--- src/verilog/vpc_pkg.sv ---
/*
 * Package for the emulated PHY basic control register: offsets, bit
 * positions, reset values and the port-mode enumeration.
 * Assumes a single 200 MHz device clock domain.
 */
package vpc_pkg;
   // -----------------------------------------------------------------
   // Register addresses
   // -----------------------------------------------------------------
   localparam logic [11:0] CTRL_OFFSET   = 12'h1c0;
   localparam logic [4:0]  CTRL_MII_IDX  = 5'h00;

   // -----------------------------------------------------------------
   // Bit positions
   // -----------------------------------------------------------------
   localparam int BIT_SOFT_RESET   = 15;
   localparam int BIT_LOOPBACK     = 14;
   localparam int BIT_SPEED_LOW    = 13;
   localparam int BIT_AN_ENABLE    = 12;
   localparam int BIT_POWER_DOWN   = 11;
   localparam int BIT_ISOLATE      = 10;
   localparam int BIT_AN_RESTART   = 9;
   localparam int BIT_DUPLEX       = 8;
   localparam int BIT_COL_TEST     = 7;
   localparam int BIT_SPEED_HIGH   = 6;

   // -----------------------------------------------------------------
   // Reset value and writable mask
   // -----------------------------------------------------------------
   localparam logic [15:0] CTRL_RESET    = 16'h1000;
   localparam logic [15:0] CTRL_WR_MASK  = 16'hff80;

   // -----------------------------------------------------------------
   // Port mode
   // -----------------------------------------------------------------
   typedef enum logic [1:0] {
      VPC_MODE_MII_PHY,
      VPC_MODE_RMII_PHY,
      VPC_MODE_MAC
   } vpc_mode_e;
endpackage

--- src/verilog/vpc_sync_if.sv ---
/*
 * Interface carrying the synchronised MII inputs from the synchroniser
 * to the control block.
 * Assumes both ends share the device clock.
 */
`timescale 1ns/100ps
`default_nettype none
interface vpc_sync_if;
   logic tx_en;
   logic tx_er;
   logic [3:0] txd;
   modport src (output tx_en, output tx_er, output txd);
   modport dst (input tx_en, input tx_er, input txd);
endinterface
`default_nettype wire

--- src/verilog/vpc_control.sv ---
/*
 * Emulated PHY basic control register with its effect on the MII port.
 * Reached by a 32-bit memory-map port and by a 16-bit clause 22
 * management register port; loaded whole by the EEPROM loader.
 * Assumes the management frame decoder and loader run on i_clk.
 */
// What this block does
// RL1: Upper and low six bits reserved read-only
// RL2: Soft reset restores defaults, then self-clears
// RL3: Loopback returns MAC frames, blocks fabric
// RL4: Bit 13 forces 10 or 100/200
// RL5: Autoneg enable resets one, overrides forced bits
// RL6: Power down stored, no effect
// RL7: Isolate floats outputs, pulls, ignores inputs
// RL8: MAC mode disregards isolate
// RL9: Isolate never touches management data pin
// RL10: Restart recomputes autoneg results, self-clears
// RL11: Bit 8 forces duplex, resets zero
// RL12: Collision test asserts collision during transmit
// RL13: Use collision test only with loopback; the block asserts col without loopback too
// RL14: Bit 6 reads zero, no effect
// RL15: Loader overwrites whole register after reset
// RL16: Offset 1C0h and management index zero
// RL17: Respond only to strapped PHY address
// RL18: Writes to reserved bits are discarded
// RL19: Self-clearing bits read zero when done
`timescale 1ns/100ps
`default_nettype none
module vpc_control (
   // Clock and reset
   input  wire logic                 i_clk,
   input  wire logic                 i_reset_n,
   // Memory-map port
   input  wire logic                 i_mm_wr,
   input  wire logic                 i_mm_rd,
   input  wire logic [11:0]          i_mm_addr,
   input  wire logic [31:0]          i_mm_wdata,
   output logic      [31:0]          o_mm_rdata,
   // Management register port
   input  wire logic                 i_mdio_wr,
   input  wire logic                 i_mdio_rd,
   input  wire logic [4:0]           i_mdio_phy_addr,
   input  wire logic [4:0]           i_mdio_reg_idx,
   input  wire logic [15:0]          i_mdio_wdata,
   input  wire logic [4:0]           i_strap_phy_addr,
   output logic      [15:0]          o_mdio_rdata,
   output logic                      o_mdio_hit,
   // Management data pin pass-through
   input  wire logic                 i_mdio_out,
   input  wire logic                 i_mdio_drive,
   output logic                      o_mdio_out,
   output logic                      o_mdio_oe_n,
   // EEPROM loader
   input  wire logic                 i_load_valid,
   input  wire logic [15:0]          i_load_data,
   // Port mode
   input  wire vpc_pkg::vpc_mode_e   i_mode,
   // MII from external MAC (asynchronous pins)
   input  wire logic                 i_mii_tx_en,
   input  wire logic                 i_mii_tx_er,
   input  wire logic [3:0]           i_mii_txd,
   // MII toward external MAC
   output logic                      o_mii_rx_dv,
   output logic [3:0]                o_mii_rxd,
   output logic                      o_mii_col,
   output logic                      o_mii_out_oe_n,
   output logic                      o_mii_pull_en,
   // Fabric side
   input  wire logic                 i_fab_rx_dv,
   input  wire logic [3:0]           i_fab_rxd,
   output logic                      o_fab_tx_en,
   output logic                      o_fab_tx_er,
   output logic [3:0]                o_fab_txd,
   // Emulated PHY state
   input  wire logic                 i_an_speed,
   input  wire logic                 i_an_duplex,
   output logic                      o_speed_100,
   output logic                      o_full_duplex,
   output logic                      o_an_update,
   output logic                      o_phy_regs_reset
);
   // ----------------------------------------------------------------
   // Input synchroniser
   // ----------------------------------------------------------------
   vpc_sync_if mii_s ();

   vpc_sync #(
      .WIDTH (6)
   ) u_sync (
      .i_clk     (i_clk),
      .i_reset_n (i_reset_n),
      .i_pins    ({i_mii_tx_en, i_mii_tx_er, i_mii_txd}),
      .o_sync    (mii_s)
   );

   // ----------------------------------------------------------------
   // Access decode
   // ----------------------------------------------------------------
   logic [15:0] ctrl;
   logic [15:0] next_ctrl;
   wire         mm_hit    = (i_mm_addr == vpc_pkg::CTRL_OFFSET);                   // [RL16]
   wire         mdio_sel  = (i_mdio_phy_addr == i_strap_phy_addr) &&
                            (i_mdio_reg_idx == vpc_pkg::CTRL_MII_IDX);             // [RL17]
   wire         mm_write  = i_mm_wr && mm_hit;
   wire         mdio_write = i_mdio_wr && mdio_sel;
   wire [15:0]  wr_data   = mm_write ? i_mm_wdata[15:0] : i_mdio_wdata;
   wire         any_write = mm_write || mdio_write;

   // Writable bits only; reserved and bit 6 stay zero
   function automatic logic [15:0] masked(input logic [15:0] d);
      masked = d & vpc_pkg::CTRL_WR_MASK;                                         // [RL1] [RL14] [RL18]
   endfunction

   // ----------------------------------------------------------------
   // Register update
   // ----------------------------------------------------------------
   always_comb begin
      next_ctrl = ctrl;
      // Self-clearing bits clear after one cycle of action
      next_ctrl[vpc_pkg::BIT_SOFT_RESET] = 1'b0;                                  // [RL2] [RL19]
      next_ctrl[vpc_pkg::BIT_AN_RESTART] = 1'b0;                                  // [RL10] [RL19]
      if (ctrl[vpc_pkg::BIT_SOFT_RESET]) begin
         next_ctrl = vpc_pkg::CTRL_RESET;                                         // [RL2]
      end else if (i_load_valid) begin
         next_ctrl = masked(i_load_data);                                         // [RL15]
      end else if (any_write) begin
         next_ctrl = masked(wr_data);                                             // [RL6] [RL18]
      end
   end

   always_ff @(posedge i_clk or negedge i_reset_n) begin
      if (!i_reset_n) begin
         ctrl <= vpc_pkg::CTRL_RESET;                                             // [RL5] [RL11]
      end else begin
         ctrl <= next_ctrl;
      end
   end

   // ----------------------------------------------------------------
   // Read paths
   // ----------------------------------------------------------------
   always_ff @(posedge i_clk or negedge i_reset_n) begin
      if (!i_reset_n) begin
         o_mm_rdata   <= 32'h0000_0000;
         o_mdio_rdata <= 16'h0000;
         o_mdio_hit   <= 1'b0;
      end else begin
         o_mm_rdata   <= (i_mm_rd && mm_hit) ? {16'h0000, ctrl} : 32'h0000_0000;  // [RL1]
         o_mdio_rdata <= (i_mdio_rd && mdio_sel) ? ctrl : 16'h0000;               // [RL1]
         o_mdio_hit   <= (i_mdio_rd || i_mdio_wr) && mdio_sel;                    // [RL17]
      end
   end

   // ----------------------------------------------------------------
   // Effects on the port
   // ----------------------------------------------------------------
   wire loopback  = ctrl[vpc_pkg::BIT_LOOPBACK];
   wire an_on     = ctrl[vpc_pkg::BIT_AN_ENABLE];
   wire is_phy    = (i_mode != vpc_pkg::VPC_MODE_MAC);
   wire isolated  = ctrl[vpc_pkg::BIT_ISOLATE] && is_phy;                         // [RL7] [RL8]
   wire tx_en_in  = mii_s.tx_en && !isolated;                                     // [RL7]

   assign o_speed_100   = an_on ? i_an_speed  : ctrl[vpc_pkg::BIT_SPEED_LOW];     // [RL4] [RL5]
   assign o_full_duplex = an_on ? i_an_duplex : ctrl[vpc_pkg::BIT_DUPLEX];        // [RL5] [RL11]
   assign o_an_update      = ctrl[vpc_pkg::BIT_AN_RESTART];                       // [RL10]
   assign o_phy_regs_reset = ctrl[vpc_pkg::BIT_SOFT_RESET];                       // [RL2]
   assign o_mii_out_oe_n   = isolated;                                            // [RL7]
   assign o_mii_pull_en    = !isolated;                                           // [RL7]
   assign o_mdio_out       = i_mdio_out;                                          // [RL9]
   assign o_mdio_oe_n      = !i_mdio_drive;                                       // [RL9]

   always_ff @(posedge i_clk or negedge i_reset_n) begin
      if (!i_reset_n) begin
         o_mii_rx_dv <= 1'b0;
         o_mii_rxd   <= 4'h0;
         o_mii_col   <= 1'b0;
         o_fab_tx_en <= 1'b0;
         o_fab_tx_er <= 1'b0;
         o_fab_txd   <= 4'h0;
      end else begin
         o_mii_rx_dv <= loopback ? tx_en_in : i_fab_rx_dv;                        // [RL3]
         o_mii_rxd   <= loopback ? (isolated ? 4'h0 : mii_s.txd) : i_fab_rxd;     // [RL3] [RL7]
         o_mii_col   <= ctrl[vpc_pkg::BIT_COL_TEST] && tx_en_in;                  // [RL12]
         o_fab_tx_en <= tx_en_in && !loopback;                                    // [RL3]
         o_fab_tx_er <= mii_s.tx_er && !isolated && !loopback;
         o_fab_txd   <= (loopback || isolated) ? 4'h0 : mii_s.txd;
      end
   end
endmodule
`default_nettype wire

--- src/verilog/vpc_sync.sv ---
/*
 * Two-flop synchroniser for MII transmit inputs from the external MAC.
 * Assumes asynchronous pins and the device clock.
 */
`timescale 1ns/100ps
`default_nettype none
module vpc_sync #(
   parameter int WIDTH = 6
) (
   // Clock and reset
   input  wire logic             i_clk,
   input  wire logic             i_reset_n,
   // Pins
   input  wire logic [WIDTH-1:0] i_pins,
   // Synchronised
   vpc_sync_if.src               o_sync
);
   logic [WIDTH-1:0] meta;
   logic [WIDTH-1:0] sync;

   always_ff @(posedge i_clk or negedge i_reset_n) begin
      if (!i_reset_n) begin
         meta <= '0;
         sync <= '0;
      end else begin
         meta <= i_pins;
         sync <= meta;
      end
   end

   assign o_sync.tx_en = sync[5];
   assign o_sync.tx_er = sync[4];
   assign o_sync.txd   = sync[3:0];
endmodule
`default_nettype wire

--- config.mk ---
export PLATFORM = sky130hd
export DESIGN_NAME = vpc_control
export DESIGN_NICKNAME = d
export VERILOG_FILES = /design/src/verilog/vpc_pkg.sv /design/src/verilog/vpc_sync_if.sv /design/src/verilog/vpc_control.sv /design/src/verilog/vpc_sync.sv
export SDC_FILE = /design/constraint.sdc
export NUM_CORES = 1
export LEC_CHECK = 0
export ABC_AREA = 1
export BUFFER_PORTS_ARGS = -buffer_cell sky130_fd_sc_hd__buf_2
export CAP_MARGIN = 25
export CORE_MARGIN = 3
export CORE_UTILIZATION = 35
export CTS_BUF_LIST = sky130_fd_sc_hd__clkbuf_4
export DETAILED_ROUTE_END_ITERATION = 12
export PLACE_DENSITY_LB_ADDON = 0.2
export SYNTH_ARGS = -nofsm -noshare
export SYNTH_HDL_FRONTEND = slang
export SYNTH_SLANG_ARGS = --single-unit
--- constraint.sdc ---
create_clock -name i_clk -period 1.3 [get_ports i_clk]
set_input_delay 0.195 -clock i_clk [delete_from_list [all_inputs] [get_ports i_clk]]
set_output_delay 0.195 -clock i_clk [all_outputs]
set_load 0.01 [all_outputs]
# Word level (Yosys, flattened, before mapping)
# Cells that the tools add are included.
[word_totals] output_inout_bits=69 elab_cells=48 register_bits=73
[op_classes] eq_ne=3 n_mux=12 n_reduce_logical=20
[ops] operator="2-to-1 mux 16 bit" count=6
[ops] operator="equality test 12 x 9 -> 1 bit, second input constant" count=1
[ops] operator="logical AND 1 bit" count=12
[ops] operator="2-to-1 mux 4 bit" count=3
[ops] operator="equality test 5 bit" count=1
[ops] operator="zero test 5 bit" count=1
[ops] operator="zero test 1 bit" count=3
[ops] operator="logical OR 1 bit" count=3
[ops] operator="2-to-1 mux 1 bit" count=3
[ops] operator="nonzero test 3 bit" count=1
[ops] operator="inequality test 2 bit, second input constant" count=1

# Longest topological paths before layout
[logic_depth] ltp_word=7 depth_mapped=12

# Cells and area by module
# A second synthesis with hierarchy kept.
[hier_totals] cells_unflattened=272 hier_area_um2=2406.1
[modules_own_cells] module="vpc_control" area_each_um2=2105.8 cells_per_inst=260 seq_area_each_um2=1052.3 instances=1
[modules_own_cells] module="vpc_sync" area_each_um2=300.3 cells_per_inst=12 seq_area_each_um2=300.3 instances=1

# Worst setup path after synthesis
# OpenSTA, ideal clock, no wires.
[synth_timing] path_type="flip-flop to flip-flop" start="register ctrl[10]" end="register o_mii_rx_dv" setup_time_ns=0.136 path_buffers=0 stages_incl_launch_ff=6 arrival_time_ns=1.144 synth_period_minus_slack_ns=1.280 setup_slack_ns=0.020 cell_sequence="dfrtp_1 > inv_1 > a21oi_1 > inv_1 > nand2_1 > o21ai_0"
[synth_via] elab_chain_len=4
[synth_rtl] item="from (decl)" line_no="vpc_control.sv:99" text="logic [15:0] ctrl;"
[synth_rtl] item="from (signal assigned)" line_no="vpc_control.sv:133" text="ctrl <= vpc_pkg::CTRL_RESET;"
[synth_rtl] item="from (signal assigned)" line_no="vpc_control.sv:135" text="ctrl <= next_ctrl;"
[synth_rtl] item="logical AND 1 bit" line_no="vpc_control.sv:160" text="wire isolated = ctrl[vpc_pkg::BIT_ISOLATE] && is_phy;"
[synth_rtl] item="net o_mii_out_oe_n" line_no="vpc_control.sv:66" text="output logic o_mii_out_oe_n,"
[synth_rtl] item="zero test 1 bit"
[synth_rtl] item="net o_mii_pull_en" line_no="vpc_control.sv:67" text="output logic o_mii_pull_en,"
[synth_rtl] item="logical AND 1 bit" line_no="vpc_control.sv:161" text="wire tx_en_in = mii_s.tx_en && !isolated;"
[synth_rtl] item="2-to-1 mux 1 bit" line_no="vpc_control.sv:181" text="o_mii_rx_dv <= loopback ? tx_en_in : i_fab_rx_dv;"
[synth_rtl] item="to (signal assigned)" line_no="vpc_control.sv:181"
[synth_rtl] item="to (decl)" line_no="vpc_control.sv:63" text="output logic o_mii_rx_dv,"
# The timed path passes the listed nets, and every way through them passes these cells.
# A chain may end at the register's enable or synchronous reset.

# Worst setup path after layout
[layout_timing] start="register ctrl[12]" end="output o_speed_100"
[layout_via] elab_chain_len=1
[layout_rtl] item="2-to-1 mux 1 bit" line_no="vpc_control.sv:163" text="assign o_speed_100 = an_on ? i_an_speed : ctrl[vpc_pkg::BIT_SPEED_LOW];"
[layout_rtl] item="to (decl)" line_no="vpc_control.sv:77" text="output logic o_speed_100,"
# No other way between the ends.

==> results.py <==
metrics = {
    "critical_path": {
        "worst_setup_path_start_kind": "register",
        "timing.setup.critical_path_class": "register to output port",
        "arrival_ps": 1240,
        "critPathMaxFanout": 6,
        "end_kind": "output port",
        "timing.critical_path.required_ps": 1110,
    },
    "timing": {
        "fmaxAchievable_mhz": 697,
        "report.final.slew_viol_count": 0,
        "fin_crit_ps": 1440,
        "worst_hold_slack_ps": 24.8,
        "finalHoldViolations": 0,
        "setup_violations": 4,
        "rsz0062_at_grt": "true",
        "finalCritPeriodShare": 1.10,
        "layout_setup_ws_ps": -135,
        "worst_clock_skew_ps": 11.9,
    },
    "clocking": {
        "cts_buffers": 5,
        "clk_pin_slew_ps": 150,
        "numClockSinks": 54,
        "ctsHtreeMaxLevel": 2,
        "clkLatencyLatePin_ps": 360,
        "ctsRootBufferMaster": "clkbuf_4",
        "clock_tree.buffer_depth": 2,
        "cts_tree": "yes",
    },
    "power": {
        "power.total_mw": 3.05,
        "power_per_cell_area_nw_per_um2": 937,
        "power.leakage_nw": 1.97,
        "ir_worst_vdd_mv": 0.402,
    },
    "synthesis": {
        "netlist.top_cell.by_area": "dfrtp_1",
        "syn-instance-count": 273,
        "synth.area.top_cells": "dfrtp_1 (55%), nand2_1 (12%), buf_4 (9.0%), inv_1 (5.1%), nor2_1 (5.1%)",
        "synth_top_area_share": 0.551,
        "syn_area_um2": 2410,
        "synth.avg_cell_area_um2": 8.81,
        "ys_types": 22,
        "yosys_register_bits": 54,
        "synth-warning-count": 0,
        "synth-seq-area-share": 0.562,
    },
    "layout": {
        "finalNetCount": 532,
        "multi_input_area_um2": 753,
        "area_growth_syn_to_layout_pct": 35.3,
        "drive_above_1_share": 0.388,
        "final-seq-area_um2": 1350,
        "layout.cells.most_common_list": "buf_2 (126), nand2_1 (77), dfrtp_1 (53)",
        "antenna_cells_inserted": 0,
        "layout.cells.most_common": "buf_2",
        "number_of_fill_cells_in_the_layout": 638,
    },
    "hold_path": {
        "hold_path.class": "input pin to register",
    },
    "detailed_routing": {
        "detailroute.via_count": 2099,
        "drtPass1Iterations": 4,
        "detail_route.iter0.violations": 63,
        "detail-route-antenna-nets": 0,
        "finalWirelength_um": 5670,
        "average_routed_wire_per_standard_cell_um": 11.5,
        "avgViaCountPerCell": 4.25,
        "drc": 0,
    },
    "global_routing": {
        "grt_pass1_vias": 1933,
        "grt_max_degree": 55,
        "number_of_antenna_violations_at_the_first_check_in_global_routing": 0,
        "grt_use_total": 0.143,
        "grt_pass1_wl_um": 8630,
        "global_route.overflow_total": 0,
    },
    "run_status": {
        "failing_checks": "negative setup slack",
        "status": "finished with violations",
    },
    "die": {
        "top_level_ports": 184,
        "initial_utilization": 0.370,
        "rows": 29,
        "die_x_um": 88.9,
        "floorplan.core_area_um2": 6490,
        "floorplan.die_area_um2": 7900,
        "chipHeight_um": 88.9,
    },
    "placement": {
        "gpl.final_weighted_congestion": 0.761,
        "quantity_of_i_o_buffers_inserted_on_ports": 128,
        "preCtsSetupSlack_ps": -122,
        "dp_hpwl_um": 4400,
    },
    "flow_run": {
        "max_cap_check_violation_count": 0,
    },
}
through the flow:
step	TNS, ps	util	cell area, µm²	cells
2_1_floorplan	0	-	2470	290
3_3_place_gp	-720	0.477	3100	478
3_5_place_dp	-834	0.477	3100	478
4_1_cts	-529	0.501	3250	494
5_1_grt	-719	0.501	3260	494
6_report	-432	0.501	3260	494
sequential cells by signal, summed over array words and instances, names as in the netlist:
name and cells:
u_sync.sync 6, o_fab_txd 4, o_mdio_hit 1, o_mii_col 1, ctrl 9, o_fab_tx_er 1
o_mdio_rdata 10, o_mii_rxd 4, u_sync.meta 6, o_mii_rx_dv 1, o_mm_rdata 10, o_fab_tx_en 1
critical path, stage by stage (launching register included):
cell and delay [ps]:
dfstp_2 610, nand2_1 60, o21ai_1 70, buf_2 150
path summary, 6_finish.rpt:
check                                     from             end  slack [ps]  cells after the start
worst min register to register  u_sync.meta[3]  u_sync.sync[3]         370                      0
min in group asynchronous            i_reset_n    o_fab_txd[1]         330                      3
worst max-delay path                  ctrl[12]     o_speed_100        -140                      3
worst min-delay path              i_fab_rxd[1]    o_mii_rxd[1]          20                      3
max in group asynchronous            i_reset_n        ctrl[12]         680                      3
worst max register to register        ctrl[15]        ctrl[10]         200                      3
power by group:
part           total [mW]  switching [mW]  internal, mW
Sequential           1.80          0.0377          1.76
Combinational       0.539           0.297         0.242
Clock               0.709           0.485         0.224
Total                3.05           0.820          2.23
metal layers:
metal	part of all wire	vias to the layer above	GRT usage
met4	0.014	0	0.0426
met1	0.42	923	0.179
li1	-	1073	-
met5	0	-	0
met3	0.085	8	0.0369
met2	0.48	95	0.244
cell usage after synthesis:
library cell	n
nand2_2	1
buf_6	1
dfstp_2	1
clkinv_1	2
clkbuf_1	2
nor3_2	1
dfrtp_1	53
a21oi_1	3
inv_1	33
nand3_4	1
o21ai_1	3
nand3_1	13
nor2_8	1
o21ai_0	4
o31ai_1	4
nor2_1	33
conb_1	1
nand2_1	77
or2_4	1
nor2_4	1
buf_4	29
nand4_1	8
layout make-up:
cell class / count / share of cell area
clock buffers: 6 / 0.0138
clock inverters: 1 / 0.00231
inverters: 35 / 0.0411
multi-input cells: 169 / 0.231
flip-flops and latches: 54 / 0.415
well taps: 77 / 0.0296
repair buffers: 152 / 0.266
what timing repair did:
| action | CTS | global route |
|---|---|---|
| endpoints found under the setup margin | 4 | 4 |
| hold buffers | 7 | 0 |
| endpoints found under the hold margin | 59 | 0 |
| cloned | 0 | 0 |
| resized for setup | 7 | 1 |
| buffers inserted | 2 | 0 |
| pin swaps | 1 | 0 |
cells by family (layout without fill, tap and decap cells):
| logic type | count (synthesis) | after routing | synth area share |
|---|---|---|---|
| buffers and inverters | 67 | 194 | 0.153 |
| other | 1 | 18 | 0.00156 |
| DFF | 54 | 54 | 0.562 |
| and+or+nand+nor | 137 | 137 | 0.250 |
| AOI/OAI and AO/OA | 14 | 14 | 0.0333 |
Power figures use the tool's default switching activity.
